## src/rtl/pfm_cfg.svh

```systemverilog
/*
 * Constants of the limit monitor: command codes, status bit positions,
 * reset words and Linear-format field positions.
 * Assumes it is included by its bare name wherever the numbers are needed.
 */
`ifndef PFM_CFG_SVH
`define PFM_CFG_SVH

// Command codes
`define PFM_CMD_STORE_ALL    8'h11
`define PFM_CMD_OT_WARN      8'h51
`define PFM_CMD_VIN_OV       8'h55
`define PFM_CMD_IIN_OC       8'h5B
`define PFM_CMD_STATUS_BYTE  8'h78
`define PFM_CMD_STATUS_WORD  8'h79
`define PFM_CMD_STATUS_INPUT 8'h7C
`define PFM_CMD_STATUS_TEMP  8'h7D

// Linear format fields
`define PFM_EXP_MSB          15
`define PFM_EXP_LSB          11
`define PFM_MANT_MSB         10

// Reset words, strap word and store-all base
`define PFM_OT_WARN_RST      16'h005F
`define PFM_VIN_OV_RST       16'h0011
`define PFM_VIN_OV_STRAP     16'h000E
`define PFM_IIN_OC_RST       16'h00FF
`define PFM_VIN_OV_BASE      16'h000E

// Status bit positions
`define PFM_SB_OTHER         0
`define PFM_SB_TEMP          2
`define PFM_SW_INPUT         13
`define PFM_SI_VIN_OV        7
`define PFM_SI_IIN_OC        2
`define PFM_ST_OT_WARN       6

`endif

```

## src/rtl/pfm_pkg.sv

```systemverilog
/*
 * Types of the limit monitor: command request, answer and telemetry.
 * Assumes pfm_cfg.svh holds the numbers; this package holds shapes only.
 */
package pfm_pkg;

  typedef struct packed {
    logic        valid;
    logic        write;
    logic [7:0]  code;
    logic [15:0] wdata;
  } pfm_cmd_t;

  typedef struct packed {
    logic        valid;
    logic [15:0] rdata;
  } pfm_rsp_t;

  typedef struct packed {
    logic signed [15:0] temp;
    logic signed [15:0] vin;
    logic signed [15:0] iin;
  } pfm_tele_t;

endpackage

```

## src/rtl/pfm_fault_limit_monitor.sv

```systemverilog
/*
 * Limit registers and fault / warning flagging for over-temperature
 * warning, input overvoltage fault and input overcurrent fault.
 * Assumes a decoded command port from the serial front end (one cycle
 * per command) and signed telemetry readings in the units of each limit.
 * Status registers are write-one-to-clear; a set in the same cycle wins.
 * Latch-off ends only by clearing the overcurrent flag, or by reset.
 * pinstrapMode must be steady at the first edge after reset release.
 */
// Contract
// - Temperature at warn limit sets temp summary, OT warn bit, alert.
// - Temperature warning limit resets to 0x005F, that is 95 C.
// - Limits are Linear: 5-bit signed exponent, 11-bit signed mantissa.
// - Input overvoltage sets other, input, VIN-OV bits and alert.
// - VIN limit resets to 0x0011 (17 V); pinstrap mode gives 14 V.
// - Store-all rewrites VIN limit as its two LSBs plus 14.
// - Input current at limit sets other, input, IIN-OC bits and alert.
// - Input overcurrent latches output off, asserts regulator fault.
// - Status byte is the same storage as status word low byte.
`timescale 1ns/1ps
`include "pfm_cfg.svh"

module pfm_fault_limit_monitor (
  // Clock and reset
  input  wire logic           core_clk,
  input  wire logic           resetn,
  // Configuration strap
  input  wire logic           pinstrapMode,
  // Command port
  input  wire pfm_pkg::pfm_cmd_t  cmdReq,
  output pfm_pkg::pfm_rsp_t       cmdRsp,
  // Telemetry
  input  wire pfm_pkg::pfm_tele_t telemetry,
  // Outputs toward host and power stage
  output logic                host_alert_out,
  output logic                regulator_fault_out,
  output logic                outputDisabled
);
  import pfm_pkg::*;

  typedef struct packed {
    // Strap load pending until the first edge after release
    logic        strapDone;
    // Limit registers
    logic [15:0] otWarnLimit;
    logic [15:0] vinOvLimit;
    logic [15:0] iinOcLimit;
    // Status storage; the status byte is statusWord[7:0]
    logic [15:0] statusWord;
    logic [7:0]  statusInput;
    logic [7:0]  statusTemp;
    // Registered pins and read answer
    logic        alert;
    logic        regFault;
    logic        latchedOff;
    pfm_rsp_t    rsp;
  } pfm_state_t;

  pfm_state_t state_r;
  pfm_state_t state_nxt;

  // Linear word to a wide signed value; shift covers exponent -16..15
  function automatic logic signed [47:0] pfm_decode(input logic [15:0] w);
    logic signed [4:0]  e;
    logic signed [47:0] m;
    e = w[`PFM_EXP_MSB:`PFM_EXP_LSB];
    m = 48'(signed'(w[`PFM_MANT_MSB:0]));
    if (e >= 0) begin
      pfm_decode = m <<< 5'(e);
    end else begin
      // Fraction dropped; readings carry no fraction either
      pfm_decode = m >>> 5'(-e);
    end
  endfunction

  // Reading reaches limit; readings are integers so fractions truncate
  function automatic logic pfm_reached(input logic signed [15:0] rd,
                                       input logic [15:0] lim);
    pfm_reached = $signed(48'(rd)) >= pfm_decode(lim);
  endfunction

  // Write-one-to-clear of one status byte
  function automatic logic [7:0] pfm_w1c(input logic [7:0] cur,
                                         input logic [7:0] clr);
    pfm_w1c = cur & ~clr;
  endfunction

  logic otWarnHit;
  logic vinOvHit;
  logic iinOcHit;
  logic wrCmd;
  logic rdCmd;

  always_comb begin
    // Limit comparisons, one per condition
    otWarnHit = pfm_reached(telemetry.temp, state_r.otWarnLimit);
    vinOvHit  = pfm_reached(telemetry.vin, state_r.vinOvLimit);
    iinOcHit  = pfm_reached(telemetry.iin, state_r.iinOcLimit);
    // Command strobes
    wrCmd     = cmdReq.valid && cmdReq.write;
    rdCmd     = cmdReq.valid && !cmdReq.write;

    state_nxt = state_r;

    // Limit writes and status write-one-to-clear first; sets override below
    if (wrCmd) begin
      unique case (cmdReq.code)
        `PFM_CMD_OT_WARN: begin
          state_nxt.otWarnLimit = cmdReq.wdata;
        end
        `PFM_CMD_VIN_OV: begin
          state_nxt.vinOvLimit = cmdReq.wdata;
        end
        `PFM_CMD_IIN_OC: begin
          state_nxt.iinOcLimit = cmdReq.wdata;
        end
        `PFM_CMD_STORE_ALL: begin
          // Two LSBs taken as unsigned, offset by 14 V
          state_nxt.vinOvLimit = `PFM_VIN_OV_BASE
            + {14'h0000, state_r.vinOvLimit[1:0]};
        end
        `PFM_CMD_STATUS_BYTE: begin
          state_nxt.statusWord[7:0] = pfm_w1c(state_r.statusWord[7:0],
                                              cmdReq.wdata[7:0]);
        end
        `PFM_CMD_STATUS_WORD: begin
          state_nxt.statusWord[15:8] = pfm_w1c(state_r.statusWord[15:8],
                                               cmdReq.wdata[15:8]);
          state_nxt.statusWord[7:0]  = pfm_w1c(state_r.statusWord[7:0],
                                               cmdReq.wdata[7:0]);
        end
        `PFM_CMD_STATUS_INPUT: begin
          state_nxt.statusInput = pfm_w1c(state_r.statusInput,
                                          cmdReq.wdata[7:0]);
        end
        `PFM_CMD_STATUS_TEMP: begin
          state_nxt.statusTemp = pfm_w1c(state_r.statusTemp,
                                         cmdReq.wdata[7:0]);
        end
        default: ;
      endcase
    end

    // Strap sampled once after release, never under the async reset;
    // placed after the writes so it beats a limit write on that edge
    if (!state_r.strapDone) begin
      state_nxt.strapDone = 1'b1;
      if (pinstrapMode) begin
        state_nxt.vinOvLimit = `PFM_VIN_OV_STRAP;
      end
    end

    // Hardware sets win over a clear in the same cycle
    if (otWarnHit) begin
      state_nxt.statusWord[`PFM_SB_TEMP]    = 1'b1;
      state_nxt.statusTemp[`PFM_ST_OT_WARN] = 1'b1;
    end
    if (vinOvHit) begin
      state_nxt.statusWord[`PFM_SB_OTHER]  = 1'b1;
      state_nxt.statusWord[`PFM_SW_INPUT]  = 1'b1;
      state_nxt.statusInput[`PFM_SI_VIN_OV] = 1'b1;
    end
    // Latch-off and the fault pin follow this flag
    if (iinOcHit) begin
      state_nxt.statusWord[`PFM_SB_OTHER]  = 1'b1;
      state_nxt.statusWord[`PFM_SW_INPUT]  = 1'b1;
      state_nxt.statusInput[`PFM_SI_IIN_OC] = 1'b1;
    end

    // Latch-off lasts until the overcurrent flag is cleared; no retry
    state_nxt.latchedOff = state_nxt.statusInput[`PFM_SI_IIN_OC];
    state_nxt.regFault   = state_nxt.statusInput[`PFM_SI_IIN_OC];
    // Alert follows any pending flag
    state_nxt.alert = |state_nxt.statusWord
                    | |state_nxt.statusInput
                    | |state_nxt.statusTemp;

    // Read answer is registered; unmapped codes answer zero
    state_nxt.rsp.valid = rdCmd;
    state_nxt.rsp.rdata = 16'h0000;
    if (rdCmd) begin
      unique case (cmdReq.code)
        `PFM_CMD_OT_WARN: begin
          state_nxt.rsp.rdata = state_r.otWarnLimit;
        end
        `PFM_CMD_VIN_OV: begin
          state_nxt.rsp.rdata = state_r.vinOvLimit;
        end
        `PFM_CMD_IIN_OC: begin
          state_nxt.rsp.rdata = state_r.iinOcLimit;
        end
        `PFM_CMD_STATUS_BYTE: begin
          state_nxt.rsp.rdata = {8'h00, state_r.statusWord[7:0]};
        end
        `PFM_CMD_STATUS_WORD: begin
          state_nxt.rsp.rdata = state_r.statusWord;
        end
        `PFM_CMD_STATUS_INPUT: begin
          state_nxt.rsp.rdata = {8'h00, state_r.statusInput};
        end
        `PFM_CMD_STATUS_TEMP: begin
          state_nxt.rsp.rdata = {8'h00, state_r.statusTemp};
        end
        default: state_nxt.rsp.rdata = 16'h0000;
      endcase
    end
  end

  always_ff @(posedge core_clk or negedge resetn) begin
    if (!resetn) begin
      state_r             <= '0;
      state_r.otWarnLimit <= `PFM_OT_WARN_RST;
      state_r.vinOvLimit  <= `PFM_VIN_OV_RST;
      state_r.iinOcLimit  <= `PFM_IIN_OC_RST;
    end else begin
      state_r <= state_nxt;
    end
  end

  assign cmdRsp              = state_r.rsp;
  assign host_alert_out      = state_r.alert;
  assign regulator_fault_out = state_r.regFault;
  assign outputDisabled      = state_r.latchedOff;

endmodule

```

## config.mk

```make
export PLATFORM = sky130hd
export DESIGN_NAME = pfm_fault_limit_monitor
export DESIGN_NICKNAME = d
export VERILOG_FILES = /design/src/rtl/pfm_pkg.sv /design/src/rtl/pfm_fault_limit_monitor.sv
export VERILOG_INCLUDE_DIRS = /design/src /design/src/rtl
export SDC_FILE = /design/constraint.sdc
export NUM_CORES = 1
export LEC_CHECK = 0
export BUFFER_PORTS_ARGS = -buffer_cell sky130_fd_sc_hd__buf_2
export CAP_MARGIN = 20
export CELL_PAD_IN_SITES_DETAIL_PLACEMENT = 1
export CELL_PAD_IN_SITES_GLOBAL_PLACEMENT = 2
export CORE_MARGIN = 10
export CORE_UTILIZATION = 38
export CTS_BUF_LIST = sky130_fd_sc_hd__clkbuf_2 sky130_fd_sc_hd__clkbuf_4 sky130_fd_sc_hd__clkbuf_8
export CTS_CLUSTER_DIAMETER = 120
export DETAILED_ROUTE_END_ITERATION = 6
export PLACE_DENSITY_LB_ADDON = 0.1
export SETUP_SLACK_MARGIN = 0.02
export SKIP_CTS_REPAIR_TIMING = 1
export SYNTH_ARGS = -nofsm -noshare
export SYNTH_HDL_FRONTEND = slang
export SYNTH_SLANG_ARGS = --single-unit
```

## constraint.sdc

```tcl
create_clock -name core_clk -period 5 [get_ports core_clk]
set_clock_uncertainty 0.1 [all_clocks]
set_input_delay 1 -clock core_clk [delete_from_list [all_inputs] [get_ports core_clk]]
set_output_delay 1 -clock core_clk [all_outputs]
set_load 0.01 [all_outputs]
```

; Word-level counts from Yosys, hierarchy flattened
; Index checks and enable logic that the tools add are counted.
[totals]
regBits = 100
latchBits = 0
mem_bits_rw = 0
mem_bits_ro = 0
inputBits = 77
out_inout_bits = 20
elab_cells = 73
memories = 0
[classes]
add_sub_neg = 4
n_mul = 0
div = 0
magnitude_cmp = 6
eq_ne = 8
shifts = 6
mux = 21
bitwise_logic = 8
n_reduce_logical = 9
[ops]
columns = operator, count
row1 = 16-bit by 48-bit greater-or-equal comparator with 1-bit output, 3
row2 = 48-bit two-way mux, 3
row3 = 11-bit by 5-bit <<< shifter with 48-bit output, 3
row4 = 11-bit by 5-bit >>> shifter with 48-bit output, 3
row5 = 16-bit case mux with 7 select lines, 1
row6 = 16-bit two-way mux, 4
row7 = 64-bit two-way mux, 1
row8 = 8-bit by 7-bit equality test with 1-bit output (second input constant), 7
row9 = 8-bit AND, 4
row10 = 8-bit two-way mux, 4
row11 = 16-bit case mux with 2 select lines, 1
row12 = 8-bit NOT, 2
row13 = 16-bit OR reduction, 1
row14 = 8-bit OR reduction, 2
row15 = 5-bit by 1-bit greater-or-equal comparator with 1-bit output (second input constant), 3
row16 = 5-bit negation, 3
row17 = 8-bit by 5-bit equality test with 1-bit output (second input constant), 1
row18 = 1-bit two-way mux, 6
row19 = 4-bit by 2-bit adder with 5-bit output (first input constant), 1
row20 = 2-bit AND reduction, 2
row21 = 1-bit logical AND, 2
row22 = 2-bit two-way mux, 1
row23 = 1-bit OR, 2
row24 = 2-bit OR reduction, 1
row25 = 1-bit zero test, 1

; Longest topological paths before layout
[depth]
depth_word = 9
ltp_mapped = 18
mapped_depth_nobuf = 16

; Worst setup path before layout
; Ideal clock, no wire load.
[synth_timing]
path_kind = register -> register
startpoint = register state_r[95] (netlist bit)
endpoint = register state_r, in the netlist host_alert_out
setup_ns = 0.152
t_arrival_ns = 3.930
t_required_ns = 4.748
slack_ns = 0.819
stages_incl_launch_ff = 17
path_buffers = 3
synth_period_minus_slack_ns = 4.181
cell_sequence = dfrtp_1 clkbuf_1 buf_2 inv_1 ha_1 buf_1 mux4_2 mux4_2 mux2i_1 o21ai_1 ha_1 and4_1 o311ai_1 a21oi_1 o211a_1 o21ai_1 nand4_1
[synth_lines]
columns = item, line
row1 = "start, declared", pfm_fault_limit_monitor.sv:59  ; pfm_state_t state_r;
row2 = "start signal, assigned", pfm_fault_limit_monitor.sv:216  ; state_r <= state_nxt;

==> results.yml <==
die:
  initial_core_util_pct: 38.6
  placementRows: 59
  die_w_um: 183
  ios: 97
  core_region_area_um2: 26100
  die_area_um2: 33500
  die_h_um: 183
worst_setup_path:
  crit_start: "state_r[79]$_DFF_PN0_"
  start_kind: "flip-flop"
  crit_family: "compound AO/OA/AOI/OAI gates"
  worstRegToRegCells: 13
  criticalPathCategory: "flip-flop to flip-flop"
  cp.buffers_inverters: 1
  endpoint_kind: "flip-flop"
  cp_slowest_stage_delay_ns: 0.86
  r2r_slack_ns: 0.71
  rr_endpoint: "host_alert_out$_DFF_PN0_"
  worstPathRequired_ns: 5.12
  cp_slowest_cell: "o31ai_1"
  path_cells: "buf_4 > or4_1 > a21oi_2 > nor2_1 > nor2_1 > a22oi_1 > ha_1 > a21oi_1 > o21ai_0 > a21oi_1 > a31oi_1 > o31ai_1 > nand4_1"
  cp_max_fo: 26
  crit_arrival_ns: 4.41
  timing.rr.start: "state_r[79]$_DFF_PN0_"
cells_and_area:
  layout_commonest_cell: "nand2_1"
  drive_gt1_share_pct: 19.8
  layout_common_cells: "nand2_1, a21oi_1, buf_2"
  final_nets: 1388
  n_fill_cell: 3166
  multi_input_area_um2: 7020
  seq_area_um2: 2500
  antenna_cells: 0
  final_util_pct: 42.1
  area_growth_syn_to_layout_pct: 8.91
logic_synthesis:
  yosysTopAreaCellShare_pct: 20.6
  synth_top_cell_by_area: "dfrtp_1"
  ys_top_cells_by_area: "dfrtp_1, ha_1, mux2i_1, a21oi_1, mux4_2"
  yosysWarnings: 0
  synthCells: 1182
  seq_area_frac_synth_pct: 24.7
  synth.distinct_cells: 75
  synth_edf_count: 0
  ys_seq_elements: 99
  synthArstFlopShare_pct: 100
  ys.flop_type: "dfrtp_1"
  synth.avg_cell_area_um2: 8.54
  synth_nets: 1343
  synth_area_um2: 10100
clock_network:
  root_buffer: "clkbuf_8"
  cts_sinks: 99
  cts_buffer_depth: 2
  htree_levels: 3
  numCtsBuffers: 9
  cts_tree: "built"
  clk_latency_ns: 0.39
  clkTransAtPathRegs_ns: 0.10
sta:
  setup_violations: 0
  period_minus_slack_ns: 4.29
  fmax_mhz: 233
  fin_tns_setup_ns: 0
  hold_viol_final: 0
  post-route-period-util_pct: 85.9
  max_slew.worst_pin.slew_ns: 1.01
  slew_headroom_pct: 32.1
  finalMaxSlewViolations: 0
  rsz0062_at_grt: "no"
power_and_ir_drop:
  power_frac_seq_pct: 47.4
  power_density_nw_per_um2: 160
  p_comb_share_pct: 23.9
  finalPower_mw: 1.75
  switchingPower_mw: 0.568
  leakagePower_nw: 4.72
  peakVddDrop_mv: 0.154
  swShare_pct: 32.4
  clkPwrFrac_pct: 28.7
  p_int_mw: 1.19
drt:
  drtIter0Drc: 642
  wl_per_cell_um: 22.5
  drt_wl_total_mm: 35.3
  postRouteAntennaNets: 0
  num_vias: 9435
  vias_per_cell: 6.02
  firstDrtPassIters: 5
  route.detailed.drc: 0
min_path:
  hold_path_end: "state_r[22]$_DFF_PN0_"
  min_path_type: "flip-flop to flip-flop"
  min_from: "state_r[22]$_DFF_PN0_"
  whs_path_depth: 2
job:
  maxCapViolCount: 0
placement:
  dp_hpwl_mm: 27.7
  numPortBuffers: 96
  place.gp.congestion: 0.889
global_route:
  grt_pass1_vias: 9729
  antenna_found_initial: 0
  grt_max_degree: 69
  grt_overflow_total: 0
  grt_use_total_pct: 20.7
  grt_pass1_wl_mm: 55.8
status:
  status: "finished, final reports clean"
how the worst max path moves through the flow:
stage               slack (ns)  cells after the start                       end
finish                    0.71                     13  host_alert_out$_DFF_PN0_
global route              0.39                     13  host_alert_out$_DFF_PN0_
CTS                       0.76                     13  host_alert_out$_DFF_PN0_
detailed placement        0.76                     13  host_alert_out$_DFF_PN0_
global placement          0.86                     14  host_alert_out$_DFF_PN0_
floorplan                 0.82                     16  host_alert_out$_DFF_PN0_
cell type report:
class | instances | share of cell area (%)
clock inverters | 4 | 0.296
multi-input cells | 949 | 63.9
repair buffers | 127 | 6.51
clock buffers | 12 | 1.39
flip-flops and latches | 99 | 22.7
well taps | 335 | 3.81
inverters | 41 | 1.40
metrics by stage:
step	hold slack, ns	setup slack (ns)	cells	instance area, µm²
6_report	0.430	0.706	1567	11000
2_1_floorplan	0.370	0.819	1182	10100
3_5_place_dp	0.404	0.758	1550	10800
3_3_place_gp	0.398	0.856	1550	10800
5_1_grt	0.449	0.393	1567	11000
4_1_cts	0.430	0.757	1566	11000
flip-flops by register name (all words and copies together) (netlist names):
| signal | flops |
|---|---|
| state_r | 81 |
| cmdRsp | 17 |
| host_alert_out | 1 |
synth_stat cells (19+ instances only):
cell type and number:
a22oi_1 21, dfrtp_1 83, mux4_2 28, buf_4 19, clkbuf_1 51, o31ai_1 19, mux2_1 22, o21ai_0 46
o21ai_1 31, ha_1 84, nand2_1 128, mux2i_1 64, nor2_1 84, a21oi_1 127, inv_1 34, mux2_2 42
a211oi_1 21, nand3_1 34
power by group through the flow:
stage                     registers, mW  logic [mW]  clock network [mW]
after global routing              0.833       0.477               0.551
after CTS                         0.830       0.425               0.519
final                             0.831       0.420               0.504
after global placement            0.845       0.414                   0
after detailed placement          0.845       0.423                   0
after floorplan                   0.834       0.268                   0
kinds of logic (layout without fill, tap and decap cells):
logic type	count (synthesis)	after routing	synth area share, %
XOR/XNOR	3	3	0.260
AO/OA/AOI/OAI	365	365	23.0
multiplexers	156	156	19.7
buffers and inverters	134	184	5.85
adder cells (fa/ha/maj)	84	84	10.4
AND/OR/NAND/NOR	340	340	15.9
other	1	1	0.0372
flip-flops	99	99	24.7
tightest hold or removal path, cell delays in order (launching register included):
cell	delay [ns]
dfrtp_1	0.36
o31ai_1	0.09
inv_1	0.06
routing by layer:
layer	global-route usage, %	wire [µm]	up-vias
met4	4.07	568	0
met5	0	0	-
met1	27.4	16100	4636
met2	35.1	17000	222
li1	-	-	4540
met3	3.06	1520	37
No activity file was read; power rests on OpenSTA's default activity.
